[config.mk]
export PLATFORM = sky130hd
export DESIGN_NAME = cvs_supervisor
export DESIGN_NICKNAME = d
export VERILOG_FILES = /design/src/hw/cvs_timer.v /design/src/hw/cvs_supervisor.v
export VERILOG_INCLUDE_DIRS = /design/src /design/src/hw
export SDC_FILE = /design/constraint.sdc
export NUM_CORES = 1
export LEC_CHECK = 0
export BUFFER_PORTS_ARGS = -buffer_cell sky130_fd_sc_hd__buf_2
export CAP_MARGIN = 5
export CORE_UTILIZATION = 53
export CTS_CLUSTER_SIZE = 24
export DETAILED_ROUTE_END_ITERATION = 7
export PLACE_DENSITY = 0.78
export SKIP_LAST_GASP = 1
export SLEW_MARGIN = 10
export SYNTH_ARGS = -nofsm -noshare
export SYNTH_HDL_FRONTEND = slang
export SYNTH_SLANG_ARGS = --single-unit
export TNS_END_PERCENT = 30
[constraint.sdc]
create_clock -name i_clock -period 4.4 [get_ports i_clock]
set_input_delay 0.22 -clock i_clock [delete_from_list [all_inputs] [get_ports i_clock]]
set_output_delay 0.22 -clock i_clock [all_outputs]
set_load 0.01 [all_outputs]
[src/hw/cvs_defs.vh]
// constants of the converter supervisor and interrupt block
`ifndef CVS_DEFS_VH
`define CVS_DEFS_VH
// clock rate
`define CVS_CLK_MHZ          100
// timing in natural units
`define CVS_LDO_CL_US        90
`define CVS_LDO_OFF_MS       100
`define CVS_I2C_TMO_MS       100
// derived cycle counts
`define CVS_LDO_CL_CYC       (`CVS_LDO_CL_US * `CVS_CLK_MHZ)
`define CVS_LDO_OFF_CYC      (`CVS_LDO_OFF_MS * 1000 * `CVS_CLK_MHZ)
`define CVS_I2C_TMO_CYC      (`CVS_I2C_TMO_MS * 1000 * `CVS_CLK_MHZ)
// audio band floor: 31.25 kHz period in clocks
`define CVS_AUDIO_HZ         31250
`define CVS_AUDIO_PER_CYC    ((`CVS_CLK_MHZ * 1000000) / `CVS_AUDIO_HZ)
// voltages in millivolts, ldo undervoltage level in percent
`define CVS_XOVER_BUCK_MV    16'h03e8
`define CVS_XOVER_BOOST_MV   16'h07d0
`define CVS_LDO_MIN_VIN_MV   16'h0f3c
`define CVS_VIN_OV_MV        16'h5bcc
`define CVS_LDO_BASE_MV      16'h07d0
`define CVS_LDO_STEP_MV      16'h0064
`define CVS_LDO_UV_PCT       8'h58
// temperature in degrees C
`define CVS_TSHUT_C          8'ha0
`define CVS_TSHUT_HYST_C     8'h1e
// interrupt source bit positions
`define CVS_SRC_WDOG         0
`define CVS_SRC_LDO          1
`define CVS_SRC_TSD          2
`define CVS_SRC_FETOC        3
`define CVS_SRC_ADC          4
`define CVS_SRC_IDLE         5
`define CVS_SRC_I2C          6
`define CVS_SRC_OV           7
`define CVS_SRC_UV           8
`define CVS_SRC_LLOFF        9
`define CVS_SRC_HICCUP       10
`define CVS_NSRC             11
// topology codes
`define CVS_TOPO_BUCK        2'h0
`define CVS_TOPO_BB          2'h1
`define CVS_TOPO_BOOST       2'h2
`endif

[src/hw/cvs_timer.v]
// down-counting timer with load, used for the ldo off time
`timescale 1ns/1ns
`default_nettype none
module cvs_timer #(
  parameter W = 24
) (
  // clock and reset
  input  wire         i_clock,
  input  wire         i_sys_rst,
  // control
  input  wire         i_load,
  input  wire [W-1:0] i_count,
  input  wire         i_run,
  // status
  output wire         o_done,
  output wire         o_busy
);
  reg [W-1:0] cnt;
  always @(posedge i_clock or posedge i_sys_rst) begin
    if (i_sys_rst) begin
      cnt <= {W{1'b0}};
    end else if (i_load) begin
      cnt <= i_count;
    end else if (i_run && cnt != {W{1'b0}}) begin
      cnt <= cnt - {{(W-1){1'b0}}, 1'b1};
    end
  end
  assign o_busy = (cnt != {W{1'b0}});
  assign o_done = (cnt == {{(W-1){1'b0}}, 1'b1}) && i_run && !i_load;
endmodule
`default_nettype wire

[src/hw/cvs_supervisor.v]
// converter supervisor: topology, pulse skip, idle/run state, ldo, interrupt
//
// Overview of operation
// - buck/buck-boost/boost chosen by crossover thresholds
// - switch drive pattern follows topology
// - pulse skip allowed unless disable bit set
// - audio limit keeps skip rate above 31.25kHz
// - power-up enters idle with default registers
// - enable high moves idle to running
// - ldo on in idle if vin ok, enabled
// - ldo target is 2.0V plus 100mV per code
// - auto ldo source lower rail unless headroom
// - override bit lets select bit pick source
// - ldo fault stops converter, sets flag
// - ldo current limit 90us: off 100ms, retry
// - ldo undervoltage below 88 percent target
// - ldo fault resets state unless ignored
// - i2c transaction over 100ms raises event
// - vin over/under voltage level interrupts
// - per-source mask, self-clearing clear bit
// - watchdog level needs reset and clear
// - ldo fault held until regulating and clear
// - thermal level above 160C, hysteresis release
// - fet overcurrent latch cleared by idle
// - adc, idle, light-load, hiccup are edge events
// - open-drain active-low interrupt line
`timescale 1ns/1ns
`default_nettype none
`include "cvs_defs.vh"
module cvs_supervisor #(
  parameter                     NSRC        = `CVS_NSRC,
  parameter [31:0]              LDO_OFF_CYC = `CVS_LDO_OFF_CYC,
  parameter [31:0]              I2C_TMO_CYC = `CVS_I2C_TMO_CYC,
  parameter [15:0]              XBUCK_MV    = `CVS_XOVER_BUCK_MV,
  parameter [15:0]              XBOOST_MV   = `CVS_XOVER_BOOST_MV
) (
  // clock and reset
  input  wire                   i_clock,
  input  wire                   i_sys_rst,
  // measured quantities, millivolts and degrees C
  input  wire [15:0]            i_vin_mv,
  input  wire [15:0]            i_vout_mv,
  input  wire [15:0]            i_input_sense_pin_mv,
  input  wire [15:0]            i_ldo_out_mv,
  input  wire [7:0]             i_die_temp_c,
  input  wire [15:0]            i_input_undervoltage_threshold,
  // analog status
  input  wire                   i_ldo_cur_limit,
  input  wire                   i_ldo_headroom_low,
  input  wire                   i_light_load,
  input  wire                   i_pwm_pulse,
  // pins and events
  input  wire                   i_enable,
  input  wire                   i_force_idle,
  input  wire                   i_wdog_expired,
  input  wire                   i_fet_oc_trip,
  input  wire                   i_adc_done,
  input  wire                   i_light_load_off_state,
  input  wire                   i_hiccup_enter,
  input  wire                   i_i2c_start,
  input  wire                   i_i2c_stop,
  // configuration bits
  input  wire                   i_pulse_skip_disable,
  input  wire                   i_audio_band_limit_enable,
  input  wire                   i_aux_ldo_disable,
  input  wire                   i_ldo_source_override,
  input  wire                   i_ldo_source_select,
  input  wire                   i_ldo_fault_ignore,
  input  wire [4:0]             i_aux_ldo_code,
  input  wire [NSRC-1:0]        i_irq_mask,
  input  wire                   i_interrupt_clear,
  // converter control
  output reg  [1:0]             o_topology,
  output reg  [3:0]             o_sw_on,
  output reg  [3:0]             o_sw_switching,
  output reg                    o_pulse_skip_operation,
  output reg                    o_audio_pulse,
  output reg                    o_running,
  output reg                    o_idle_standby_state,
  // ldo
  output reg                    o_aux_ldo_en,
  output reg                    o_ldo_from_vin,
  output reg  [15:0]            o_ldo_target_mv,
  output reg                    o_ldo_fault_flag,
  output reg                    o_ldo_uv,
  // i2c watchdog
  output reg                    o_i2c_abort,
  // interrupt
  output reg  [NSRC-1:0]        o_irq_pending,
  output wire                   o_interrupt_clear_rd,
  output wire                   o_interrupt_out_n_o,
  output wire                   o_interrupt_out_n_oe_n
);
  localparam [31:0] LDO_CL_CYC = `CVS_LDO_CL_CYC;
  localparam integer AUD_CYC_I = `CVS_AUDIO_PER_CYC;
  localparam [15:0] AUD_CYC    = AUD_CYC_I[15:0];

  // one-hot states
  localparam [2:0] ST_RST  = 3'h1;
  localparam [2:0] ST_IDLE = 3'h2;
  localparam [2:0] ST_RUN  = 3'h4;

  function [15:0] sat_sub;
    input [15:0] a;
    input [15:0] b;
    begin
      sat_sub = (a > b) ? (a - b) : 16'h0000;
    end
  endfunction

  reg  [2:0]  state;
  reg  [2:0]  next_state;
  wire        ldo_fault;
  wire        ldo_fault_stop;
  wire        ldo_cl_long;
  wire        ldo_off_busy;
  reg  [31:0] cl_cnt;
  reg         i2c_busy;
  reg  [31:0] i2c_cnt;
  reg  [15:0] skip_cnt;
  reg         tsd_hot;
  reg         fet_oc_latch;
  reg  [NSRC-1:0] lvl;
  reg  [NSRC-1:0] evt;
  wire        enter_idle;

  // topology steps through buck-boost at the two thresholds; each uses the same limit both ways, no hysteresis
  always @(posedge i_clock or posedge i_sys_rst) begin
    if (i_sys_rst) begin
      o_topology <= `CVS_TOPO_BUCK;
    end else begin
      case (o_topology)
        `CVS_TOPO_BUCK:
          if (sat_sub(i_vin_mv, i_vout_mv) < XBUCK_MV)
            o_topology <= `CVS_TOPO_BB;
        `CVS_TOPO_BB:
          if (sat_sub(i_vout_mv, i_vin_mv) > XBOOST_MV)
            o_topology <= `CVS_TOPO_BOOST;
          else if (sat_sub(i_vin_mv, i_vout_mv) >= XBUCK_MV)
            o_topology <= `CVS_TOPO_BUCK;
        `CVS_TOPO_BOOST:
          if (sat_sub(i_vout_mv, i_vin_mv) <= XBOOST_MV)
            o_topology <= `CVS_TOPO_BB;
        default:
          o_topology <= `CVS_TOPO_BUCK;
      endcase
    end
  end

  // switch pattern, bit0 is switch one; nothing switches unless running
  always @(posedge i_clock or posedge i_sys_rst) begin
    if (i_sys_rst) begin
      o_sw_on        <= 4'h0;
      o_sw_switching <= 4'h0;
    end else if (!o_running) begin
      o_sw_on        <= 4'h0;
      o_sw_switching <= 4'h0;
    end else begin
      case (o_topology)
        `CVS_TOPO_BUCK: begin
          o_sw_on        <= 4'h1;
          o_sw_switching <= 4'hc;
        end
        `CVS_TOPO_BOOST: begin
          o_sw_on        <= 4'h8;
          o_sw_switching <= 4'h3;
        end
        default: begin
          o_sw_on        <= 4'h0;
          o_sw_switching <= 4'hf;
        end
      endcase
    end
  end

  // pulse skip and audio floor
  always @(posedge i_clock or posedge i_sys_rst) begin
    if (i_sys_rst) begin
      o_pulse_skip_operation <= 1'b0;
      o_audio_pulse          <= 1'b0;
      skip_cnt               <= 16'h0000;
    end else begin
      o_pulse_skip_operation <= o_running && i_light_load &&
                                !i_pulse_skip_disable;
      o_audio_pulse <= 1'b0;
      if (!o_pulse_skip_operation || i_pwm_pulse) begin
        skip_cnt <= 16'h0000;
      end else if (i_audio_band_limit_enable) begin
        // force a pulse once the gap reaches one floor period
        if (skip_cnt >= AUD_CYC - 16'h0001) begin
          skip_cnt      <= 16'h0000;
          o_audio_pulse <= 1'b1;
        end else begin
          skip_cnt <= skip_cnt + 16'h0001;
        end
      end
    end
  end

  // ldo control
  always @(posedge i_clock or posedge i_sys_rst) begin
    if (i_sys_rst) begin
      o_ldo_target_mv <= `CVS_LDO_BASE_MV;
      o_ldo_from_vin  <= 1'b1;
      o_ldo_uv        <= 1'b0;
    end else begin
      o_ldo_target_mv <= `CVS_LDO_BASE_MV +
                         `CVS_LDO_STEP_MV * {11'h000, i_aux_ldo_code};
      if (i_ldo_source_override)
        o_ldo_from_vin <= i_ldo_source_select;
      else if (i_vin_mv <= i_vout_mv)
        o_ldo_from_vin <= !i_ldo_headroom_low;
      else
        o_ldo_from_vin <= i_ldo_headroom_low;
      // 100*out < 88*target, widened to avoid overflow
      o_ldo_uv <= o_aux_ldo_en &&
                  ({8'h00, i_ldo_out_mv} * 24'h000064 <
                   {8'h00, o_ldo_target_mv} *
                   {16'h0000, `CVS_LDO_UV_PCT});
    end
  end

  // current-limit dwell
  always @(posedge i_clock or posedge i_sys_rst) begin
    if (i_sys_rst) begin
      cl_cnt <= 32'h0;
    end else if (!i_ldo_cur_limit || !o_aux_ldo_en) begin
      cl_cnt <= 32'h0;
    end else if (cl_cnt <= LDO_CL_CYC) begin
      cl_cnt <= cl_cnt + 32'h1;
    end
  end
  assign ldo_cl_long = (cl_cnt > LDO_CL_CYC);

  cvs_timer #(
    .W       (32)
  ) u_ldo_off (
    .i_clock  (i_clock),
    .i_sys_rst(i_sys_rst),
    .i_load   (ldo_cl_long && !ldo_off_busy),
    .i_count  (LDO_OFF_CYC),
    .i_run    (1'b1),
    .o_done   (),
    .o_busy   (ldo_off_busy)
  );

  always @(posedge i_clock or posedge i_sys_rst) begin
    if (i_sys_rst) begin
      o_aux_ldo_en <= 1'b0;
    end else begin
      // off period then retry; cycle repeats while overload stays
      o_aux_ldo_en <= !state[0] && !i_aux_ldo_disable &&
                      (i_vin_mv > `CVS_LDO_MIN_VIN_MV) &&
                      !ldo_off_busy && !ldo_cl_long;
    end
  end

  assign ldo_fault      = ldo_cl_long || ldo_off_busy || o_ldo_uv;
  assign ldo_fault_stop = ldo_fault && !i_ldo_fault_ignore;

  // flag follows fault; retained until clear once regulating
  always @(posedge i_clock or posedge i_sys_rst) begin
    if (i_sys_rst) begin
      o_ldo_fault_flag <= 1'b0;
    end else if (ldo_fault) begin
      o_ldo_fault_flag <= 1'b1;
    end else if (i_interrupt_clear) begin
      o_ldo_fault_flag <= 1'b0;
    end
  end

  // main state machine
  always @* begin
    next_state = state;
    case (state)
      ST_RST:  next_state = ST_IDLE;
      ST_IDLE: if (i_enable && !ldo_fault_stop && !fet_oc_latch &&
                   !tsd_hot && !i_force_idle)
                 next_state = ST_RUN;
      ST_RUN: begin
        if (ldo_fault_stop)
          next_state = ST_RST;
        else if (!i_enable || i_force_idle)
          next_state = ST_IDLE;
      end
      default: next_state = ST_RST;
    endcase
  end

  always @(posedge i_clock or posedge i_sys_rst) begin
    if (i_sys_rst) begin
      state <= ST_RST;
    end else begin
      state <= next_state;
    end
  end

  always @(posedge i_clock or posedge i_sys_rst) begin
    if (i_sys_rst) begin
      o_running            <= 1'b0;
      o_idle_standby_state <= 1'b0;
    end else begin
      o_running            <= (next_state == ST_RUN) && !tsd_hot &&
                              !fet_oc_latch;
      o_idle_standby_state <= (next_state == ST_IDLE);
    end
  end
  assign enter_idle = (next_state == ST_IDLE) && (state != ST_IDLE);

  // i2c transaction timeout
  always @(posedge i_clock or posedge i_sys_rst) begin
    if (i_sys_rst) begin
      i2c_busy    <= 1'b0;
      i2c_cnt     <= 32'h0;
      o_i2c_abort <= 1'b0;
    end else begin
      o_i2c_abort <= 1'b0;
      if (i_i2c_start) begin
        i2c_busy <= 1'b1;
        i2c_cnt  <= 32'h0;
      end else if (i_i2c_stop) begin
        i2c_busy <= 1'b0;
      end else if (i2c_busy) begin
        if (i2c_cnt >= I2C_TMO_CYC) begin
          i2c_busy    <= 1'b0;
          o_i2c_abort <= 1'b1;
        end else begin
          i2c_cnt <= i2c_cnt + 32'h1;
        end
      end
    end
  end

  // thermal hysteresis and fet overcurrent latch
  always @(posedge i_clock or posedge i_sys_rst) begin
    if (i_sys_rst) begin
      tsd_hot      <= 1'b0;
      fet_oc_latch <= 1'b0;
    end else begin
      if (i_die_temp_c > `CVS_TSHUT_C)
        tsd_hot <= 1'b1;
      else if (i_die_temp_c < `CVS_TSHUT_C - `CVS_TSHUT_HYST_C)
        tsd_hot <= 1'b0;
      if (i_fet_oc_trip && o_running)
        fet_oc_latch <= 1'b1;
      else if (state == ST_IDLE)
        fet_oc_latch <= 1'b0;
    end
  end

  // level conditions and edge events
  always @* begin
    lvl = {NSRC{1'b0}};
    evt = {NSRC{1'b0}};
    lvl[`CVS_SRC_WDOG]  = i_wdog_expired;
    lvl[`CVS_SRC_LDO]   = ldo_fault;
    lvl[`CVS_SRC_TSD]   = tsd_hot;
    lvl[`CVS_SRC_FETOC] = fet_oc_latch;
    lvl[`CVS_SRC_OV]    = !state[0] &&
                          (i_vin_mv > `CVS_VIN_OV_MV);
    lvl[`CVS_SRC_UV]    = !state[0] &&
                          (i_input_sense_pin_mv < i_input_undervoltage_threshold);
    evt[`CVS_SRC_ADC]    = i_adc_done;
    evt[`CVS_SRC_IDLE]   = enter_idle;
    evt[`CVS_SRC_I2C]    = o_i2c_abort;
    evt[`CVS_SRC_LLOFF]  = i_light_load_off_state;
    evt[`CVS_SRC_HICCUP] = i_hiccup_enter;
  end

  // pending: set wins over clear; level sources stay while active
  always @(posedge i_clock or posedge i_sys_rst) begin
    if (i_sys_rst) begin
      o_irq_pending <= {NSRC{1'b0}};
    end else if (i_interrupt_clear) begin
      o_irq_pending <= lvl | evt;
    end else begin
      o_irq_pending <= o_irq_pending | lvl | evt;
    end
  end

  assign o_interrupt_clear_rd   = 1'b0;
  // open drain: enable low pulls the line, value always low
  assign o_interrupt_out_n_o    = 1'b0;
  assign o_interrupt_out_n_oe_n = ~|(o_irq_pending & ~i_irq_mask);
endmodule
`default_nettype wire

==> results of run 1 <==
==> timing repair <==
action / 4_1_cts / 5_1_grt
setup endpoints to repair: 1 / 1
resized for setup: 1 / 7
endpoints found under the hold margin: 84 / 0
hold buffers: 9 / 0
pin swaps: 0 / 4
gates cloned: 0 / 0
==> layout make-up <==
type	instances	area [um^2]
Tap cell	280	350
Sequential cell	155	3890
Clock buffer	17	425
Inverter	186	703
Clock inverter	15	173
Fill cell	1811	8180
Timing Repair Buffer	186	1010
Multi-Input combinational cell	946	7230
==> critical path, stage by stage (launching register included) <==
cell	delay, ns
dfrtp_1	0.39
buf_4	0.15
ha_1	0.27
inv_1	0.05
fa_1	0.51
inv_1	0.04
ha_1	0.30
inv_1	0.09
a21oi_2	0.04
o21ai_0	0.16
nand2_1	0.12
a21o_1	0.18
a21o_1	0.20
a311oi_2	0.29
xor2_1	0.18
ha_1	0.26
a21oi_1	0.14
nor2b_1	0.06
o21ai_0	0.14
o311ai_0	0.14
a2111oi_0	0.27
==> metal layers <==
layer / global-route usage, % / up-vias
li1: - / 4849
met1: 28.7 / 4554
met2: 39.2 / 231
met3: 3.27 / 36
met4: 8.36 / 0
met5: 0 / -
==> logic make-up (layout without fill, tap and decap cells) <==
family / after synthesis / after routing / synth area share [%]
simple gates: 395 / 395 / 17.7
compound gates: 244 / 244 / 13.2
buf+inv: 224 / 404 / 7.39
fa+ha+maj: 185 / 185 / 20.8
flops: 155 / 155 / 32.6
xor+xnor: 108 / 108 / 7.92
mux: 5 / 5 / 0.419
other cells: 1 / 9 / 0.0314
==> worst paths after layout <==
| kind | end | slack, ns | depth (start not counted) |
|---|---|---|---|
| max | o_ldo_uv | 0.32 | 20 |
| min | o_ldo_target_mv[4] | 0.02 | 2 |
| max reg2reg | o_ldo_uv | 0.32 | 20 |
| min reg2reg | u_ldo_off.cnt[31] | 0.47 | 1 |
| max in group asynchronous | cl_cnt[29] | 2.94 | 4 |
| min in group asynchronous | o_sw_on[0] | 0.48 | 3 |
==> sequential cells by signal, indices dropped and copies added, names as in the netlist <==
signal and cells:
o_sw_switching 2, u_ldo_off.cnt 32, o_aux_ldo_en 1, i2c_busy 1
cl_cnt 32, o_ldo_from_vin 1, fet_oc_latch 1, skip_cnt 16
o_idle_standby_state 1, o_ldo_uv 1, o_i2c_abort 1, state 3
tsd_hot 1, o_running 1, o_audio_pulse 1, o_topology 2
o_sw_on 2, o_ldo_fault_flag 1, o_irq_pending 11, i2c_cnt 32
o_pulse_skip_operation 1, o_ldo_target_mv 11
==> power breakdown <==
group	leakage, uW	internal, uW	switching [uW]
Clock	0.000290	767	682
Combinational	0.00495	1370	1570
Sequential	0.00209	1530	141
Total	0.00733	3680	2390
==> through the flow <==
step	hold slack (ns)	setup TNS (ns)	cells	power [uW]	area, um^2
floorplan	0.246	0	1325	3850	12000
global placement	0.371	-0.0512	1744	4460	13100
detailed placement	0.373	-0.141	1744	4570	13100
CTS	0.00388	0	1785	6070	13800
global route	0.0196	0	1785	6610	13800
finish	0.0191	0	1785	6070	13800
==> cell usage in the layout (no fill, tap or decap), drive strengths merged, types with 52 or more instances in the layout <==
cell / n
nand2: 63
xor2: 55
ha: 163
nor2: 97
xnor2: 53
o21ai: 52
dfrtp: 147
a21oi: 74
buf: 177
inv: 194
==> results_dict.tcl, run 1 <==
set metrics [dict create \
    netlist_top_cells_count "inv_1 (185), ha_1 (163), dfrtp_1 (147)" \
    leakagePower_uw 0.00733 \
    worst_ep_arrival_time_ns 4.39 \
    cts_tree "done" \
    grt_pass1_wl_um 43800 \
    setup_viol 0 \
    synthCells 1317 \
    rr_startpoint "o_ldo_target_mv[5]" \
    clk_latency_ns 0.43 \
    io_pins 175 \
    start_kind "register" \
    portBuffers 165 \
    fp.dieW_um 152 \
    hp-start "i_aux_ldo_code[2]" \
    via_count 9670 \
    syn_avg_cell_area_um2 9.07 \
    hold_violations 0 \
    synthToLayoutAreaGrowth_pct 15.3 \
    synth_edf_count 0 \
    maxCapViolations 0 \
    ys_types 77 \
    drt-initial-drc-count 432 \
    wirelength_um 25200 \
    htreeDepth 4 \
    crit_required_ns 4.71 \
    clkTransAtPathRegs_ns 0.07 \
    clockRootBuffer "clkbuf_16" \
    cts_setup_buffers 0 \
    synth_top_area_share_pct 30.8 \
    ys_warn_count 0 \
    hp-class "input port to register" \
    clk_path_buf_depth 2 \
    slew_viol_final 0 \
    violations "DRC" \
    crit_fanout 3 \
    yosys.cell_count.top_type "inv_1" \
    die_h_um 152 \
    die-area_um2 23100 \
    startpoint "o_ldo_target_mv[5]" \
    worst_slack_ns 0.317 \
    rsz0062_at_grt "no" \
    detail-route-antenna-nets 0 \
    antenna_found_initial 0 \
    finalClockSkew_ns 0.0114 \
    dr.pass1.iters 6 \
    status "finished, violations left" \
    period_share_pct 92.8 \
    dp_hpwl_um 19500 \
    power-per-cell-area_nw_per_um2 441 \
    nNetsFinal 1803 \
    clock_sinks 155 \
    max_freq_mhz 245 \
    grt_overflow 0 \
    wl_met1_um 11500 \
    drive_gt1_share_pct 16.3 \
    endpoint_kind "register" \
    synth.area.top_cells "dfrtp_1 (31%), ha_1 (17%), inv_1 (5.8%), xor2_1 (4.0%), xnor2_1 (3.9%)" \
    slew_headroom_pct 41.2 \
    worstMarginPinSlew_ns 0.880 \
    pre_cts_slack_ns -0.141 \
    synth_ff_type "dfrtp_1" \
    fin_util_pct 62.7 \
    grt_max_degree 87 \
    synthArstFlopShare_pct 100 \
    rows 54 \
    ir_drop_uv 385 \
    cts_made_buffers 17 \
    drc 7 \
    gp_congestion 0.899 \
    highest_layer "met4" \
    synth_area_um2 11900 \
    seq_area_frac_synth_pct 32.6 \
    path_class "register to register" \
    first_global_vias 9675 \
    min_period_ns 4.08 \
    n_antenna_cell 0 \
    dr_wl_met2_um 12300 \
    drt-wirelength-per-cell_um 14.1 \
    yosys.area.top_type "dfrtp_1" \
    core-area_um2 22000 \
    ys_seq_elements 155 \
    routed_via_density 5.42 \
    initial_core_util_pct 54.4 \
    grtUsageTotal_pct 22.6 \
    wl_met3_um 926 \
]
Power figures use the tool's default switching activity.
==> run 2: changes to the inputs <==
==> constraint.sdc (replaced) <==
create_clock -name i_clock -period 4.4 [get_ports i_clock]
set_input_delay 0.22 -clock i_clock [delete_from_list [all_inputs] [get_ports i_clock]]
set_output_delay 0.22 -clock i_clock [all_outputs]
set_load 0.1 [all_outputs]
==> run 2 against run 1 <==
  * The run still ends with DRC left
  * Cell count increased by 0.22%
  * Register-to-register slack about the same
  * Global-route usage increased by 0.29 points
  * Final area increased by 0.49%
  * Worst hold slack got worse by 0.0044 ns
  * Combinational power increased by 18%
  * Core utilization increased by 0.31 points
  * Sequential power about the same
  * Critical endpoint unchanged
  * Largest cell class unchanged
  * Highest routed layer unchanged
==> results_dict.tcl, run 2 (synthesis gave the netlist of run 1 again) <==
set metrics [dict create \
    min_delay_worst_endpoint "o_irq_pending[1]" \
    cts_made_buffers 17 \
    clk_path_buf_depth 2 \
    cts_tree "done" \
    largestRegisters "cl_cnt: 32 flops, i2c_cnt: 32 flops, u_ldo_off.cnt: 32 flops" \
    dp.cells 1745 \
    portBuffers 165 \
    rr_startpoint "o_ldo_target_mv[4]" \
    final_cell_mix "inv_1 (184), buf_2 (165), ha_1 (162)" \
    leakagePower_uw 0.00735 \
    fp.dieW_um 152 \
    path_class "register to register" \
    dp_hpwl_um 19500 \
    htreeDepth 4 \
    detail-route-antenna-nets 0 \
    maxCapViolations 0 \
    hp-class "input port to register" \
    p_seq_share_pct 25.1 \
    period_share_pct 92.4 \
    clockRootBuffer "clkbuf_16" \
    start_kind "register" \
    hold_depth 2 \
    grt_overflow 0 \
    initial_core_util_pct 54.4 \
    r2r_slack_ns 0.33 \
    endpoint_kind "register" \
    startpoint "o_ldo_target_mv[4]" \
    dr.pass1.iters 7 \
    worst_ep_arrival_time_ns 4.39 \
    grt_max_degree 156 \
    first_global_vias 9668 \
    min_period_ns 4.07 \
    drc 10 \
    layoutNonFillerInstCount 1789 \
    hp-start "i_interrupt_clear" \
    crit_fanout 4 \
    final_common_cell "inv_1" \
    crit_required_ns 4.72 \
    nNetsFinal 1807 \
    grt_pass1_wl_um 44200 \
    finalClockSkew_ns 0.0132 \
    gp_congestion 0.902 \
    core-area_um2 22000 \
    ir_drop_uv 446 \
    p_int_uw 3730 \
    clkTransAtPathRegs_ns 0.07 \
    drt-wirelength-per-cell_um 14.2 \
    n_antenna_cell 0 \
    rsz0062_at_grt "no" \
    clk_latency_ns 0.44 \
    synthToLayoutAreaGrowth_pct 15.9 \
    regToRegEndpoint "o_ldo_uv" \
    slew_headroom_pct 45.9 \
    io_pins 175 \
    drive_gt1_share_pct 16.6 \
    violations "DRC" \
    fin_tns_setup_ns 0 \
    via_count 9782 \
    pwr-share-comb_pct 52.2 \
    routed_via_density 5.47 \
    clock_sinks 155 \
    status "finished, violations left" \
    slew_viol_final 0 \
    setup_viol 0 \
    hold_violations 0 \
    grtUsageTotal_pct 22.9 \
    drt-initial-drc-count 417 \
    max_freq_mhz 246 \
    wirelength_um 25400 \
    power-per-cell-area_nw_per_um2 479 \
    antenna_found_initial 0 \
    die-area_um2 23100 \
    switchingPower_uw 2910 \
    die_h_um 152 \
    rows 54 \
    r2r_cells 19 \
    switching_share_pct 43.8 \
    worstMarginPinSlew_ns 0.812 \
    clkPwrFrac_pct 22.7 \
]
[run 2: cell types whose count changed in the layout (fill, tap and decap cells not counted), sizes merged]
cell	previous run	this run
buf	177	181
bufinv	0	1
clkinv	6	5
clkinvlp	1	2
inv	194	193
[run 2: timing repair]
| item | in CTS | in global routing |
|---|---|---|
| hold buffers | 9 | 0 |
| endpoints found under the hold margin | 9 | 0 |
| pin swaps | 0 | 7 |
| setup buffers | 0 | 3 |
| gates resized for setup | 1 | 9 |
| gates cloned | 0 | 0 |
| setup endpoints to repair | 1 | 1 |
[run 2: worst max path at each step]
stage / depth (start not counted) / to / slack, ns
3_3_place_gp: 19 / o_ldo_uv / -0.06
2_1_floorplan: 18 / o_ldo_uv / -0.33
6_report: 19 / o_ldo_uv / 0.33
5_1_grt: 18 / o_ldo_uv / 0.02
4_1_cts: 18 / o_ldo_uv / 0.01
3_5_place_dp: 19 / o_ldo_uv / -0.28
[run 2: layout make-up]
type	count	area, um^2
Sequential cell	155	3890
Tap cell	280	350
Timing Repair Buffer	190	1050
Inverter	186	702
Clock buffer	17	425
Multi-Input combinational cell	946	7240
Fill cell	1781	8110
Clock inverter	15	189
[run 2: through the flow]
stage | cell area [um^2] | power, uW | hold WS (ns) | utilization, % | worst slack, ns
6_report | 13800 | 6640 | 0.0148 | 63.1 | 0.332
5_1_grt | 13800 | 7200 | 0.00819 | 63.1 | 0.0183
4_1_cts | 13800 | 6650 | 0.00108 | 62.8 | 0.0129
3_5_place_dp | 13100 | 5100 | 0.385 | 59.6 | -0.282
3_3_place_gp | 13100 | 5000 | 0.378 | 59.6 | -0.0569
2_1_floorplan | 12000 | 4380 | 0.246 | - | -0.329
[run 2: layer usage]
metal | part of all wire, % | track usage (%)
met2 | 50 | 40.4
met4 | 1.8 | 7.19
met1 | 45 | 28.8
met5 | 0 | 0
met3 | 4.0 | 3.70
[run 2: power by group through the flow]
stage	combinational, uW	sequential, uW	clock (uW)
2_1_floorplan	2230	2150	0
3_3_place_gp	3310	1690	0
3_5_place_dp	3400	1700	0
4_1_cts	3450	1670	1540
5_1_grt	3910	1690	1600
6_report	3470	1670	1500
[run 2: worst max-delay path, stage by stage (launching register included)]
cell and delay, ns:
dfstp_2 0.56, ha_1 0.23, ha_1 0.30, inv_1 0.07, fa_1 0.46, nor2b_1 0.12, o21ai_1 0.10, a21oi_1 0.16
o21ai_1 0.09, nand2_1 0.10, a21o_1 0.12, a21o_1 0.16, a311oi_2 0.13, a211o_1 0.30, ha_1 0.19, nor4b_2 0.25
o21ai_1 0.12, nor3_2 0.18, o311ai_1 0.13, a2111oi_2 0.21
